==> config.mk <==
export PLATFORM = sky130hd
export DESIGN_NAME = ssf_status_flags
export DESIGN_NICKNAME = d
export VERILOG_FILES = /design/src/core/ssf_pkg.sv /design/src/core/ssf_status_flags.sv
export SDC_FILE = /design/constraint.sdc
export NUM_CORES = 1
export LEC_CHECK = 0
export BUFFER_PORTS_ARGS = -buffer_cell sky130_fd_sc_hd__buf_2
export CORE_UTILIZATION = 40
export CTS_CLUSTER_DIAMETER = 80
export DETAILED_ROUTE_END_ITERATION = 12
export SLEW_MARGIN = 20
export SYNTH_ARGS = -nofsm -noshare
export SYNTH_HDL_FRONTEND = slang
export SYNTH_SLANG_ARGS = --single-unit
==> constraint.sdc <==
create_clock -name aclk -period 2.4 [get_ports aclk]
set_clock_uncertainty 0.15 [all_clocks]
set_input_delay 0.36 -clock aclk [delete_from_list [all_inputs] [get_ports aclk]]
set_output_delay 0.36 -clock aclk [all_outputs]
set_load 0.01 [all_outputs]
==> src/core/ssf_pkg.sv <==
package ssf_pkg;
    localparam int          AXI_AW        = 8;
    localparam logic [7:0]  ADDR_STATUS   = 8'h94;
    localparam logic [7:0]  ADDR_CTRL     = 8'h98;
    localparam logic [7:0]  ADDR_OWN      = 8'h9c;
    localparam logic [7:0]  ADDR_BUF      = 8'ha0;
    localparam logic [7:0]  ADDR_ISTS     = 8'ha4;
    localparam logic [7:0]  ADDR_IMASK    = 8'ha8;
    localparam logic [7:0]  STATUS_RST    = 8'h00;
    localparam int          ST_SMP        = 7;
    localparam int          ST_CKE        = 6;
    localparam int          CT_EN         = 5;
    localparam int          CT_CKP        = 4;
    localparam int          CT_TEN        = 1;
    localparam int          CT_I2C        = 0;
    localparam int          IRQ_START     = 0;
    localparam int          IRQ_STOP      = 1;
    localparam int          IRQ_BYTE      = 2;
    localparam int          IRQ_W         = 3;
    localparam logic [4:0]  TEN_HDR       = 5'h1e;
    localparam logic [2:0]  BYTE_LAST     = 3'h7;
    localparam logic [1:0]  RESP_OKAY     = 2'h0;
    localparam logic [1:0]  RESP_SLVERR   = 2'h2;
    typedef enum logic [1:0] {SSF_IDLE, SSF_SHIFT, SSF_ACK} ssf_state_t;
endpackage

==> src/core/ssf_status_flags.sv <==
// Overview of operation
// - SPI transmit edge is edge-select bit XOR idle polarity; set means rising.
// - Stop flag sets on stop, clears on later start, disable or reset.
// - Start flag sets on start, clears on later stop, disable or reset.
// - Read/write bit of last matching address is captured; one is read.
// - Ten-bit mode raises update-address flag until software reloads own address.
// - Port runs only while enabled; disabling clears start and stop flags.
// - Interrupt flag sets on start, stop and each byte received while matched or addressed.
//
// Design decision made here: the AXI4-Lite slave port.
`timescale 1ns/1ns
`default_nettype none
module ssf_status_flags
    import ssf_pkg::*;
(
    input  wire logic              aclk,
    input  wire logic              aresetn,
    input  wire logic [AXI_AW-1:0] awaddr,
    input  wire logic              awvalid,
    output logic                   awready,
    input  wire logic [31:0]       wdata,
    input  wire logic [3:0]        wstrb,
    input  wire logic              wvalid,
    output logic                   wready,
    output logic [1:0]             bresp,
    output logic                   bvalid,
    input  wire logic              bready,
    input  wire logic [AXI_AW-1:0] araddr,
    input  wire logic              arvalid,
    output logic                   arready,
    output logic [31:0]            rdata,
    output logic [1:0]             rresp,
    output logic                   rvalid,
    input  wire logic              rready,
    input  wire logic              scl_in,
    input  wire logic              sda_in,
    output logic                   spi_tx_rising,
    output logic                   irq
);
    logic              awready_q, awready_d, bvalid_q, bvalid_d, arready_q, arready_d, rvalid_q, rvalid_d;
    logic [1:0]        bresp_q, bresp_d, rresp_q, rresp_d;
    logic [31:0]       rdata_q, rdata_d, rd_val;
    logic              rd_hit, wr_hit, wr_go, rd_go;
    logic [7:0]        wa, ra;
    logic              scl_m_q, scl_s_q, scl_p_q, sda_m_q, sda_s_q, sda_p_q;
    logic              start_det, stop_det, scl_rise, i2c_on;
    logic              smp_q, smp_d, cke_q, cke_d, da_q, da_d, stop_q, stop_d, start_q, start_d;
    logic              rw_q, rw_d, ua_q, ua_d, bf_q, bf_d;
    logic [7:0]        ctrl_q, ctrl_d, buf_q, buf_d, shreg_q, shreg_d, nb;
    logic [9:0]        own_q, own_d;
    logic [IRQ_W-1:0]  ists_q, ists_d, imask_q, imask_d, iclr;
    logic [2:0]        cnt_q, cnt_d;
    logic              first_q, first_d, ten_hi_q, ten_hi_d, addressed_q, addressed_d;
    logic              byte_rx, rw_load, ua_set, irq_q, irq_d, txr_q, txr_d;
    ssf_state_t        st_q, st_d;

    assign awready       = awready_q;
    assign wready        = awready_q;
    assign bvalid        = bvalid_q;
    assign bresp         = bresp_q;
    assign arready       = arready_q;
    assign rvalid        = rvalid_q;
    assign rdata         = rdata_q;
    assign rresp         = rresp_q;
    assign irq           = irq_q;
    assign spi_tx_rising = txr_q;

    // The handshake cycle is the one in which the ready flops are high.
    assign wa    = {awaddr[7:2], 2'b00};
    assign ra    = {araddr[7:2], 2'b00};
    assign wr_go = awready_q && awvalid && wvalid;
    assign rd_go = arready_q && arvalid;
    assign wr_hit = (wa == ADDR_STATUS) || (wa == ADDR_CTRL) || (wa == ADDR_OWN) ||
                    (wa == ADDR_BUF) || (wa == ADDR_ISTS) || (wa == ADDR_IMASK);

    always_comb
    begin
        rd_hit = 1'b1;
        case (ra)
            ADDR_STATUS: rd_val = 32'({smp_q, cke_q, da_q, stop_q, start_q, rw_q, ua_q, bf_q});
            ADDR_CTRL:   rd_val = 32'(ctrl_q);
            ADDR_OWN:    rd_val = 32'(own_q);
            ADDR_BUF:    rd_val = 32'(buf_q);
            ADDR_ISTS:   rd_val = 32'(ists_q);
            ADDR_IMASK:  rd_val = 32'(imask_q);
            default:
            begin
                rd_val = 32'h0000_0000;
                rd_hit = 1'b0;
            end
        endcase
    end

    always_comb
    begin
        awready_d = awvalid && wvalid && !awready_q && !bvalid_q;
        arready_d = arvalid && !arready_q && !rvalid_q;
        bvalid_d  = bvalid_q;
        bresp_d   = bresp_q;
        rvalid_d  = rvalid_q;
        rdata_d   = rdata_q;
        rresp_d   = rresp_q;
        if (wr_go)
        begin
            bvalid_d = 1'b1;
            bresp_d  = wr_hit ? RESP_OKAY : RESP_SLVERR;
        end
        else if (bready)
            bvalid_d = 1'b0;
        if (rd_go)
        begin
            rvalid_d = 1'b1;
            rdata_d  = rd_val;
            rresp_d  = rd_hit ? RESP_OKAY : RESP_SLVERR;
        end
        else if (rready)
            rvalid_d = 1'b0;
    end

    always_ff @(posedge aclk)
    begin
        if (!aresetn)
        begin
            awready_q <= 1'b0;
            arready_q <= 1'b0;
            bvalid_q  <= 1'b0;
            bresp_q   <= RESP_OKAY;
            rvalid_q  <= 1'b0;
            rdata_q   <= 32'h0000_0000;
            rresp_q   <= RESP_OKAY;
        end
        else
        begin
            awready_q <= awready_d;
            arready_q <= arready_d;
            bvalid_q  <= bvalid_d;
            bresp_q   <= bresp_d;
            rvalid_q  <= rvalid_d;
            rdata_q   <= rdata_d;
            rresp_q   <= rresp_d;
        end
    end

    // Bus lines are asynchronous; the third stage only serves edge detection.
    always_ff @(posedge aclk)
    begin
        if (!aresetn)
        begin
            {scl_m_q, scl_s_q, scl_p_q} <= 3'h7;
            {sda_m_q, sda_s_q, sda_p_q} <= 3'h7;
        end
        else
        begin
            {scl_m_q, scl_s_q, scl_p_q} <= {scl_in, scl_m_q, scl_s_q};
            {sda_m_q, sda_s_q, sda_p_q} <= {sda_in, sda_m_q, sda_s_q};
        end
    end

    assign i2c_on    = ctrl_q[CT_EN] && ctrl_q[CT_I2C];
    assign start_det = i2c_on && scl_s_q && scl_p_q && sda_p_q && !sda_s_q;
    assign stop_det  = i2c_on && scl_s_q && scl_p_q && !sda_p_q && sda_s_q;
    assign scl_rise  = i2c_on && scl_s_q && !scl_p_q;
    assign nb        = {shreg_q[6:0], sda_s_q};

    always_comb
    begin
        smp_d = smp_q; cke_d = cke_q; ctrl_d = ctrl_q; own_d = own_q; imask_d = imask_q;
        da_d = da_q; stop_d = stop_q; start_d = start_q; rw_d = rw_q; ua_d = ua_q; bf_d = bf_q;
        buf_d = buf_q; shreg_d = shreg_q; cnt_d = cnt_q; st_d = st_q;
        first_d = first_q; ten_hi_d = ten_hi_q; addressed_d = addressed_q;
        byte_rx = 1'b0; rw_load = 1'b0; ua_set = 1'b0; iclr = '0;
        if (wr_go && wstrb[0])
        begin
            // Software must leave these two clear while in I2C mode.
            if (wa == ADDR_STATUS)
            begin
                smp_d = wdata[ST_SMP];
                cke_d = wdata[ST_CKE];
            end
            if (wa == ADDR_CTRL)
                ctrl_d = wdata[7:0];
            if (wa == ADDR_OWN)
            begin
                own_d[7:0] = wdata[7:0];
                ua_d       = 1'b0;
            end
            if (wa == ADDR_ISTS)
                iclr = wdata[IRQ_W-1:0];
            if (wa == ADDR_IMASK)
                imask_d = wdata[IRQ_W-1:0];
        end
        if (wr_go && wstrb[1] && wa == ADDR_OWN)
            own_d[9:8] = wdata[9:8];
        if (rd_go && ra == ADDR_BUF)
            bf_d = 1'b0;
        case (st_q)
            SSF_IDLE: st_d = SSF_IDLE;
            SSF_SHIFT:
                if (scl_rise)
                begin
                    shreg_d = nb;
                    cnt_d   = cnt_q + 3'h1;
                    if (cnt_q == BYTE_LAST)
                    begin
                        st_d    = SSF_ACK;
                        first_d = 1'b0;
                        if (first_q && ctrl_q[CT_TEN])
                        begin
                            if (nb[7:3] == TEN_HDR && nb[2:1] == own_q[9:8])
                            begin
                                ten_hi_d    = !nb[0];
                                addressed_d = nb[0];
                                rw_load     = 1'b1;
                                ua_set      = 1'b1;
                            end
                        end
                        else if (first_q)
                        begin
                            if (nb[7:1] == own_q[6:0])
                            begin
                                addressed_d = 1'b1;
                                rw_load     = 1'b1;
                            end
                        end
                        else if (ten_hi_q)
                        begin
                            ten_hi_d = 1'b0;
                            if (nb == own_q[7:0])
                            begin
                                addressed_d = 1'b1;
                                ua_set      = 1'b1;
                                byte_rx     = 1'b1;
                                da_d        = 1'b0;
                            end
                        end
                        else if (addressed_q)
                        begin
                            byte_rx = 1'b1;
                            da_d    = 1'b1;
                        end
                        if (rw_load)
                        begin
                            rw_d    = nb[0];
                            da_d    = 1'b0;
                            byte_rx = 1'b1;
                        end
                    end
                end
            SSF_ACK:
                if (scl_rise)
                begin
                    st_d  = SSF_SHIFT;
                    cnt_d = 3'h0;
                end
            default: st_d = SSF_IDLE;
        endcase
        if (ua_set)
            ua_d = 1'b1;
        if (byte_rx)
        begin
            buf_d = nb;
            bf_d  = 1'b1;
        end
        if (start_det)
        begin
            st_d        = SSF_SHIFT;
            cnt_d       = 3'h0;
            first_d     = 1'b1;
            ten_hi_d    = 1'b0;
            addressed_d = 1'b0;
            start_d     = 1'b1;
            stop_d      = 1'b0;
        end
        if (stop_det)
        begin
            st_d        = SSF_IDLE;
            addressed_d = 1'b0;
            stop_d      = 1'b1;
            start_d     = 1'b0;
        end
        if (!ctrl_q[CT_EN])
        begin
            st_d    = SSF_IDLE;
            start_d = 1'b0;
            stop_d  = 1'b0;
        end
        // An event in the clearing cycle survives: set is applied after clear.
        ists_d = (ists_q & ~iclr) | {byte_rx, stop_det, start_det};
        irq_d  = |(ists_q & imask_q);
        txr_d  = cke_q ^ ctrl_q[CT_CKP];
    end

    always_ff @(posedge aclk)
    begin
        if (!aresetn)
        begin
            {smp_q, cke_q, da_q, stop_q, start_q, rw_q, ua_q, bf_q} <= STATUS_RST;
            ctrl_q <= 8'h00; own_q <= 10'h000; buf_q <= 8'h00; shreg_q <= 8'h00;
            ists_q <= '0; imask_q <= '0; cnt_q <= 3'h0; st_q <= SSF_IDLE;
            first_q <= 1'b0; ten_hi_q <= 1'b0; addressed_q <= 1'b0; irq_q <= 1'b0; txr_q <= 1'b0;
        end
        else
        begin
            {smp_q, cke_q, da_q, stop_q, start_q, rw_q, ua_q, bf_q} <=
                {smp_d, cke_d, da_d, stop_d, start_d, rw_d, ua_d, bf_d};
            ctrl_q <= ctrl_d; own_q <= own_d; buf_q <= buf_d; shreg_q <= shreg_d;
            ists_q <= ists_d; imask_q <= imask_d; cnt_q <= cnt_d; st_q <= st_d;
            first_q <= first_d; ten_hi_q <= ten_hi_d; addressed_q <= addressed_d;
            irq_q <= irq_d; txr_q <= txr_d;
        end
    end
endmodule
`default_nettype wire

After elaboration in Yosys (flattened, before gate mapping):

Index checks and enable logic that the tools add are counted.

* add/sub/neg operators: 1
* equal/unequal tests: 31
* multiplexer cells: 66
* bitwise logic cells: 7
* reductions and logical operators: 68

Operators by type and width (count)
* 6-bit == test, second input constant: 12
* 10-bit case mux with 6 select lines: 1
* 1-bit 2-to-1 mux: 54
* 1-bit logical AND: 22
* 2-bit nonzero test: 10
* 2-bit AND reduction: 7
* 7-bit AND reduction: 2
* 3-bit 2-to-1 mux: 4
* 3-bit AND reduction: 4
* 2-bit 2-to-1 mux: 5
* 3-bit inequality test, second input constant: 3
* 3-bit nonzero test: 3
* 3-bit OR reduction: 3
* 8-bit == test: 1
* 2-bit by 1-bit inequality test with 1-bit output, second input constant: 4
* 7-bit == test: 1
* 1-bit zero test: 7
* 3-bit bitwise AND: 2
* 2-bit inequality test, second input constant: 3
* 3-bit by 1-bit inequality test with 1-bit output, second input constant: 2
* 3-bit case mux with 2 select lines: 1
* 6-bit OR reduction: 1
* 5-bit == test, second input constant: 1
* 1-bit logical OR: 5
* other kinds (14): 15

* flip-flop bits (word level): 103
* bits of input ports: 61
* output and inout port bits: 43

Logic depth before layout (Yosys ltp):

Gate-level depths: netlist (run 1).

* word-level depth: 12
* depth in mapped cells: 8
* mapped depth without buffers: 7

Worst setup path after synthesis (run 1):

OpenSTA, ideal clock, no wires.

* kind: register to register
* start: register shreg_q[1]
* end: register buf_q[0]
* library setup time: 71 ps
* arrival time: 1887 ps
* required time: 2179 ps
* setup slack: 292 ps
* cell stages (with the launch flop): 9
* period minus slack after synthesis: 2108 ps
* cells stage by stage: dfxtp_1 > buf_2 > xnor2_1 > nand4_1 > or4_4 > a31oi_4 > and2_4 > buf_8 > o2bb2ai_1

* word-level cells in the longest chain between the ends: 11
* elaborated cells between the ends (all ways): 19
* those cells by class: 3 x eq/ne; 15 x mux; 1 x reduce/logical

Ends and longest elaborated chain
* start, declared: RTL line ssf_status_flags.sv:49 `logic [7:0] ctrl_q, ctrl_d, buf_q, buf_d, shreg_q, shreg_d, nb;`
* start signal, assigned: RTL line ssf_status_flags.sv:306 `ctrl_q <= ctrl_d; own_q <= own_d; buf_q <= buf_d; shreg_q <= shreg_d;`
* 7-bit == test or 2-bit == test (tied branches): RTL line ssf_status_flags.sv:219, ssf_status_flags.sv:209
* 1-bit 2-to-1 mux or 1-bit logical AND (tied branches): RTL line ssf_status_flags.sv:219, ssf_status_flags.sv:209
* 1-bit 2-to-1 mux, on equally long branches: RTL line ssf_status_flags.sv:217, ssf_status_flags.sv:209
* 1-bit 2-to-1 mux: RTL line ssf_status_flags.sv:207 `if (first_q && ctrl_q[CT_TEN])`
* 1-bit 2-to-1 mux: RTL line ssf_status_flags.sv:203 `if (cnt_q == BYTE_LAST)`
* 1-bit 2-to-1 mux: RTL line ssf_status_flags.sv:199 `if (scl_rise)`
* 1-bit 2-to-1 mux: RTL line ssf_status_flags.sv:196 `case (st_q)`
* 1-bit 2-to-1 mux (*): RTL line ssf_status_flags.sv:241 `if (rw_load)`
* 1-bit 2-to-1 mux (*): RTL line ssf_status_flags.sv:203
* 1-bit 2-to-1 mux (*): RTL line ssf_status_flags.sv:199
* 1-bit 2-to-1 mux (*): RTL line ssf_status_flags.sv:196
* end signal, assigned: RTL line ssf_status_flags.sv:306
* end, declared: RTL line ssf_status_flags.sv:49

Every way passes the cells marked *; elsewhere a longest branch is shown, timed or not. The select of a mux whose other input is x is not followed.
A chain may end at the register's enable or synchronous reset.

Worst setup path in the final report (run 1):

* start: register shreg_q[1]
* end: register buf_q[7]

The elaborated chain is that of the path after synthesis.

==> metrics.txt, run 1 <==
Netlist cell types 56; XOR/XNOR share of the synthesized area 4.094%; endpoints failing setup 0; P&R area growth vs syn 14.49%; first-pass GRT wire length between 10 and 15 mm; fmax ~0.46 GHz; Yosys top cell by area dfxtp_1; synth cell count leaders dfxtp_1, nor2b_1, nand2_1; Total GRT Usage around a fifth; placed cells 589; drt first pass iters 4; Hold Path Class input pin to register; total power about 2600 uW; Vias/cell roughly 5; vias in the first global route between 2k and 3k; Avg Inst Size Synth 9.258 sq um; Final Slew Violations 0; Async S/R FF share, synth 0%; Rows 35; Wirelength per Cell ~15 um; num ports around 100; normalized max-slew margin a little under three fifths; Die Y 100.1 um; DR DRC count 0; cell with the most instances after synthesis dfxtp_1; initial core utilization between 40% and 50%; top-area cell type share of the netlist area between 40% and 50%; CP Launch Type register; layout cells sized above 1 20.59%; top cells by area, synth dfxtp_1, mux2i_1, nor2b_1; total core area roughly 9300 sq um; nature of the critical path endpoint register; Worst Setup Path Type register to register; DR iter-0 viols 167; outcome complete, no violations; WP data arrival about 2300 ps; root buffer cell clkbuf_8; CTS tree done; post-route cell area 4409 sq um; Die Area about 10000 sq um; final hold violations 0; Final nets 534; Static Leak 0.001712 uW; total negative slack 0 ps; final antenna-violating net count 0; worst-path fanout max 10; crit share post-route between 90% and 100%; Period minus WS final 2163 ps; Post-Syn Instances approximately 420; peak supply drop ~0.24 mV; Worst-Margin Slew around 670 ps; ys flop type dfxtp_1; Post-synth EDFFs 0; Synth warnings 0; worst skew pair latency approximately 360 ps; combined area of all synthesized cells just under 4000 sq um; initial antenna violation count 0; Total Wirelength between 8 and 9 mm; total gr overflow 0; largest family of logic cells by synthesized area simple AND/OR/NAND/NOR gates; HPWL Detailed ~6.6 mm; CTS Buffer Depth 2; RSZ-0062 raised after global routing false; post-CTS setup buffer count 0; largest net degree at the start of global routing 44; die width approximately 100 um; dpl cell area ~4200 sq um; DR vias between 3k and 4k; TritonCTS buffer count 9; Seq/Total Area, Yosys about 41%; Simple-Gate Fraction of Synth Area a little under a quarter; Synth Area in Compound Gates between 10% and 20%; PwrDens approximately 600 nW/um^2; ant diodes 0; routability cong. about 0.84; hold_ws 31.93 ps; Max Cap Viol 0; area of the multi-input gates 2033 sq um; # fillers approximately 940; register area 1582 sq um; post_cts resized 0; clock tree sinks ~80; Critical Path RT about 2500 ps; I/O Buffers between 50 and 60; Reg clk slew, reported paths around 90 ps; register bit total from synthesis 79; CTS hold repair buffers 0; Final Non-Filler Cells a little over 600; CTS HTree Levels 3; proportion of synthesized area in mux cells between 7 and 8%; post-synthesis adder-cell area fraction less than 1%
per-stage QoR:
stage / setup slack [ps] / util [%]
CTS: 222.6 / 47.49
global placement: 283.9 / 45.04
detailed placement: 233.9 / 45.04
floorplan: 291.9 / -
finish: 236.6 / 47.49
global route: 92.95 / 47.49
layout make-up:
cell class                      instances  share of cell area (%)
Timing Repair Buffer                   70                   9.024
Sequential cell                        79                   35.87
Clock inverter                          7                   2.355
Tap cell                              129                   3.661
Multi-Input combinational cell        309                   46.11
Clock buffer                            9                   2.809
Inverter                                2                  0.1703
critical path: stages (launching register included):
cell,delay (ps)
dfxtp_1,490
xnor2_1,170
nand4_1,140
or4_4,560
a31oi_4,220
and2_4,240
o2bb2ai_1,130
placed cells by master (no fill, tap or decap), types with 3 or more instances in the layout:
master / netlist / final
nor2b_1: 40 / 40
mux2i_1: 28 / 28
o2bb2ai_1: 8 / 8
dfxtp_1: 79 / 79
a22o_1: 3 / 3
nand2_1: 35 / 35
a21boi_0: 11 / 11
and2_1: 3 / 3
nand3_1: 8 / 8
o21ai_0: 11 / 11
nand4_1: 3 / 3
a21oi_1: 18 / 18
xnor2_1: 7 / 7
a221oi_1: 3 / 3
nand4b_1: 3 / 3
conb_1: 1 / 24
nor3b_1: 4 / 4
xor2_1: 11 / 11
nand2b_1: 15 / 15
a222oi_1: 4 / 4
buf_4: 25 / 19
buf_2: 9 / 51
nor2_1: 19 / 19
clkbuf_8: 0 / 9
a22oi_1: 15 / 15
final timing paths:
check	start	endpoint	slack [ps]	cells after the start
hold reg to reg	scl_m_q	scl_s_q	250	1
hold / removal	sda_in	sda_m_q	30	2
setup reg to reg	shreg_q[1]	buf_q[7]	240	6
setup / recovery	shreg_q[1]	buf_q[7]	240	6
registers in the layout, summed over array words and instances, names as in the netlist, 2 cells and up:
name	flops
rdata	10
st_q	2
own_q	10
ctrl_q	8
ists_q	3
imask_q	3
buf_q	8
cnt_q	3
shreg_q	7
power breakdown:
part / internal, uW / switching (uW)
logic: 54.2 / 80.9
registers: 1320 / 5.29
clock network: 600 / 537
layer usage:
layer	wire [um]	vias up	global-route usage, %
li1	-	1526	-
met1	4167	1479	24.70
met2	4205	89	31.24
met3	480	7	3.900
met4	82	0	6.020
met5	0	-	0
kinds of logic (layout without fill, tap and decap cells):
group           Yosys count  count (layout)
fa+ha+maj                 2               2
other cells               1              24
xor+xnor                 18              18
buf+inv                  51              88
mux                      29              29
simple gates            152             152
flops                    79              79
compound gates           84              84
Power figures use the tool's default switching activity.
==> inputs of run 2 (changes only) <==
- ABC_AREA: unset -> 1
==> metrics.txt, run 2 <==
initial antenna violation count 0 (unchanged); Setup crit start ctrl_q[0]; peak supply drop 0.3465 mV (+45%); Async S/R FF share, synth 0% (unchanged); Net Sw Frac 26.14% (+2.2 points); smallest setup slack after layout 622.0 ps (+385.4 ps); vias in the first global route 3313 (+14%); FF-to-FF setup slack 620 ps (+390 ps); Period minus WS final 1778 ps (-385.4 ps); pre-CTS WS 556.7 ps (+322.7 ps); root buffer cell clkbuf_8; top cells by area, synth dfxtp_1, nand2_1, o21ai_0; Internal Pwr Total 1748 uW (-11%); DR vias 3526 (+14%); DR iter-0 viols 184 (+10%); Worst-Margin Slew 630.3 ps (-38.91 ps); layout cells sized above 1 19.66% (-0.92 points); I/O Buffers 51 (unchanged); CTS HTree Levels 3 (unchanged); CP Launch Type register; worst r2r dst ua_q; Total GRT Usage 20.39% (+1.5 points); leading cell types in the layout, fill and taps excluded nand2_1, dfxtp_1, inv_1; Static Leak 0.001823 uW (+6.5%); Comb pwr share 6.1% (+0.9 points); fmax 0.5624 GHz (+22%); initial core utilization 41.91% (+0.43 points); final hold violations 0 (unchanged); Worst Setup Path Type register to register; routability cong. 0.8645 (+2.8%); normalized max-slew margin 57.82% (+2.5 points); Avg Inst Size Synth 7.273 sq um (-21%); CTS hold repair buffers 0 (unchanged); worst-path fanout max 20 (+10); Final nets 653 (+22%); worst reg-to-reg path cell count 7 (+1); post-CTS setup buffer count 0 (unchanged); Final Slew Violations 0 (unchanged); ys flop type dfxtp_1; Wirelength per Cell 13.20 um (-11%); outcome complete, no violations; endpoints failing setup 0 (unchanged); RSZ-0062 raised after global routing false; CTS tree done; Reg power frac 56.1% (+5.1 points); Synth warnings 0 (unchanged); Die Area 10220 sq um (+1.9%); DR DRC count 0 (unchanged); Seq/Total Area, Yosys 40.27% (-0.80 points); Hold Path Class input pin to register; HPWL Detailed 7.207 mm (+9.3%); Max Cap Viol 0 (unchanged); synth cell count leaders nand2_1, dfxtp_1, inv_1; Rows 35 (unchanged); Total Wirelength 9.557 mm (+6.9%); num ports 104 (unchanged); Vias/cell 4.870 (-5.0%); total gr overflow 0 (unchanged); Final Non-Filler Cells 724 (+20%); Clk pwr share 37.8% (-6.0 points); final antenna-violating net count 0 (unchanged); worst skew pair latency 350 ps (about the same); Post-Syn Instances 540 (+30%); largest net degree at the start of global routing 26 (-41%); Yosys top cell by area dfxtp_1; total negative slack 0 ps (unchanged); top-area cell type share of the netlist area 40.27% (-0.80 points); total core area 9371 sq um (+0.94%); post_cts resized 0 (unchanged); Reg clk slew, reported paths 90 ps (about the same); clock tree sinks 79 (unchanged); placed cells 708 (+20%); die width 101.1 um (+0.97%); Critical Path RT 2540 ps (about the same); CTS Buffer Depth 2 (unchanged); ant diodes 0 (unchanged); Die Y 101.1 um (+0.97%); fin util 46.53% (-0.96 points); Net Sw Power 618.7 uW (-0.65%); nature of the critical path endpoint register; origin of the critical flop-to-flop path ctrl_q[0]; Netlist cell types 38 (-32%); Post-synth EDFFs 0 (unchanged); TritonCTS buffer count 9 (unchanged); register bit total from synthesis 79 (unchanged); combined area of all synthesized cells 3928 sq um (+2.0%); P&R area growth vs syn 11.02%; drt first pass iters 5 (+1); CP Capture Point ua_q; cell with the most instances after synthesis nand2_1; WP data arrival 1920 ps (-380 ps); PwrDens 542.8 nW/um^2 (-7.8%); first-pass GRT wire length 15.95 mm (+9.6%); crit share post-route 74.08% (-16 points); commonest non-fill, non-tap cell in the layout nand2_1
[run 2: power groups by stage]
| stage | combinational [uW] | sequential, uW | clock [uW] |
|---|---|---|---|
| 2_1_floorplan | 111 | 1360 | 0 |
| 3_3_place_gp | 140 | 1360 | 0 |
| 3_5_place_dp | 143 | 1360 | 0 |
| 4_1_cts | 144 | 1330 | 925 |
| 5_1_grt | 164 | 1330 | 987 |
| 6_report | 144 | 1330 | 895 |
[run 2: critical path, cell delays in order, from the launching register on]
cell and delay (ps):
dfxtp_1 420, nand3_2 120, nor2_4 150, nand2_4 140, nor2_4 130, buf_4 300
o21ai_0 170, a21oi_1 140
[run 2: cell type report]
class	instances	area, sq um
Sequential cell	79	1582
Clock inverter	6	45.04
Multi-Input combinational cell	379	1908
Fill cell	999	5011
Tap cell	129	161.4
Clock buffer	10	127.6
Timing Repair Buffer	56	292.8
Inverter	65	244.0
[run 2: logic make-up after synthesis]
group	Yosys count	synth area share, %
xor gates and xnor gates	3	0.6691
adders and majority gates	2	0.6370
DFF	79	40.27
buffers and inverters	105	13.35
and+or+nand+nor	222	26.28
other	1	0.09548
AOI/OAI and AO/OA	128	18.70
[run 2: how the worst min path moves through the flow]
| stage | from | to | slack, ps | cells after the start |
|---|---|---|---|---|
| 2_1_floorplan | scl_m_q | scl_s_q | 240 | 1 |
| 3_3_place_gp | sda_m_q | sda_s_q | 250 | 1 |
| 3_5_place_dp | sda_m_q | sda_s_q | 250 | 1 |
| 4_1_cts | sda_in | sda_m_q | 20 | 2 |
| 5_1_grt | scl_in | scl_m_q | 10 | 2 |
| 6_report | sda_in | sda_m_q | 40 | 2 |
[run 2: layer usage]
layer | track usage (%) | vias to the layer above | wire length [um]
met3 | 4.785 | 17 | 497
met4 | 7.246 | 0 | 191
met2 | 32.39 | 109 | 4312
li1 | - | 1819 | -
met5 | 0 | - | 0
met1 | 26.95 | 1581 | 4555
[run 2: metrics by stage]
| step | hold slack, ps | power, uW | instance area, sq um |
|---|---|---|---|
| floorplan | 242.5 | 1473 | 4014 |
| global placement | 246.1 | 1499 | 4188 |
| detailed placement | 250.6 | 1502 | 4188 |
| CTS | 20.55 | 2397 | 4360 |
| global route | 10.94 | 2481 | 4360 |
| finish | 41.00 | 2367 | 4360 |
==> inputs of run 3 (changes only) <==
- PLACE_DENSITY: unset -> 0.66
- clock period: 2.4 -> 1.45 ns (I/O delays scaled with it)
==> metrics.txt, run 3 (synthesis results as in run 2) <==
ant diodes 0 (unchanged); outcome complete, but fails checks; Net Sw Power 1002 uW (+62%); initial antenna violation count 0 (unchanged); Total Wirelength 10.97 mm (+15%); Die Y 101.1 um (unchanged); TritonCTS buffer count 9 (unchanged); I/O Buffers 51 (unchanged); HPWL Detailed 8.100 mm (+12%); Reg clk slew, reported paths 80 ps (about the same); Clk pwr share 36.2% (-1.6 points); worst-path fanout max 6 (-70%); DR vias 3894 (+10%); Max Cap Viol 0 (unchanged); total gr overflow 0 (unchanged); num ports 104 (unchanged); Static Leak 0.002257 uW (+24%); Worst Setup Path Type register to register; Hold Path Class input pin to register; Hold Path Cell Cnt 3 (+1); post-route cell area 5340 sq um (+22%); final antenna-violating net count 0 (unchanged); top sig layer met4; Net Sw Frac 25.59% (-0.55 points); leading cell types in the layout, fill and taps excluded nand2_1, buf_4, dfxtp_1; fmax 0.6048 GHz (+7.5%); worst reg-to-reg path cell count 10 (+3); PwrDens 733.4 nW/um^2 (+35%); failing checks hold timing, setup timing; Period minus WS final 1654 ps (-124.5 ps); Critical Path RT 1540 ps (-1000 ps); worst skew pair latency 350 ps (about the same); Total GRT Usage 21.85% (+1.5 points); Internal Pwr Total 2914 uW (+67%); root buffer cell clkbuf_8; final hold violations 1 (+1); vias in the first global route 3661 (+11%); Rows 35 (unchanged); CP Launch Type register; commonest non-fill, non-tap cell in the layout nand2_1; RSZ-0062 raised after global routing true; Wirelength per Cell 13.62 um (+3.1%); first-pass GRT wire length 16.97 mm (+6.4%); CTS HTree Levels 3 (unchanged); crit share post-route 114.0% (+40 points); Final Slew Violations 0 (unchanged); CTS Buffer Depth 2 (unchanged); WL met2 5.522 mm (+28%); routability cong. 0.8835 (+2.2%); nature of the critical path endpoint register; Die Area 10220 sq um (unchanged); clock tree sinks 79 (unchanged); DR DRC count 0 (unchanged); total core area 9371 sq um (unchanged); WP data arrival 1750 ps (-170 ps); Vias/cell 4.831 (-0.80%); layout cells sized above 1 37.67% (+18 points); drt first pass iters 4 (-1); Comb pwr share 7.9% (+1.8 points); largest net degree at the start of global routing 25 (-3.8%); smallest setup slack after layout -203.5 ps (-825.5 ps); initial core utilization 41.91% (unchanged); CTS tree done; endpoints failing setup 16 (+16); peak supply drop 0.5568 mV (+61%); die width 101.1 um (unchanged); DR iter-0 viols 263 (+43%); Reg power frac 55.9% (-0.2 points); Routed met1 length 4.895 mm (+7.5%); Final nets 736 (+13%); P&R area growth vs syn 35.97%; dpl cell area 4695 sq um (+12%); hold_ws -2.914 ps (-43.92 ps); routed wl met3 456 um (-8.2%)
[run 3: worst max-delay path, stage by stage (launching register included)]
cell,delay (ps)
dfxtp_4,380
inv_4,50
o211ai_1,170
nor2_1,70
nand2_1,80
nand2_2,80
nand2_4,150
nand2_8,90
buf_12,140
a21oi_2,130
nor2_1,50
[run 3: path summary, 6_finish.rpt]
path / slack, ps / startpoint / end
hold / removal: -3 / wdata[8] / own_q[8]
hold reg to reg: 280 / scl_m_q / scl_s_q
setup / recovery: -200 / shreg_q[5] / buf_q[2]
setup reg to reg: -200 / shreg_q[5] / buf_q[2]
[run 3: what timing repair did]
item                                    in CTS  in global routing
gates cloned                                 0                  2
endpoints found under the hold margin        7                  0
setup buffers                                3                 10
endpoints found under the setup margin      20                 48
pin swaps                                    2                 35
hold buffers                                 8                  0
gates resized for setup                     24                 73
[run 3: routing by layer]
| layer | GRT usage (%) | up-vias |
|---|---|---|
| met4 | 6.243 | 0 |
| met2 | 39.19 | 95 |
| met5 | 0 | - |
| li1 | - | 1989 |
| met3 | 4.092 | 8 |
| met1 | 26.44 | 1802 |
[run 3: power groups by stage]
stage / logic (uW) / clock network [uW] / registers, uW
after floorplan: 183 / 0 / 2250
final: 309 / 1420 / 2190
after global routing: 344 / 1570 / 2190
after detailed placement: 274 / 0 / 2250
after CTS: 292 / 1460 / 2200
after global placement: 269 / 0 / 2250
[run 3: stage by stage]
| stage | power, uW | TNS [ps] | setup slack, ps | std cells | util (%) |
|---|---|---|---|---|---|
| after floorplan | 2438 | 0 | 3.433 | 563 | - |
| after global placement | 2516 | -2133 | -157.9 | 769 | 50.09 |
| after detailed placement | 2523 | -3171 | -189.8 | 769 | 50.09 |
| after CTS | 3943 | -1617 | -164.6 | 795 | 53.68 |
| after global routing | 4104 | -4045 | -266.5 | 806 | 56.98 |
| final | 3916 | -2425 | -203.5 | 806 | 56.98 |
[run 3: area by class of cell]
type | count | area, sq um
repair buffers | 138 | 1035
fillers | 904 | 4031
clock buffers | 10 | 127.6
multi-input cells | 380 | 2100
well taps | 129 | 161.4
clock inverters | 5 | 36.28
flip-flops and latches | 79 | 1620
inverters | 65 | 260.3
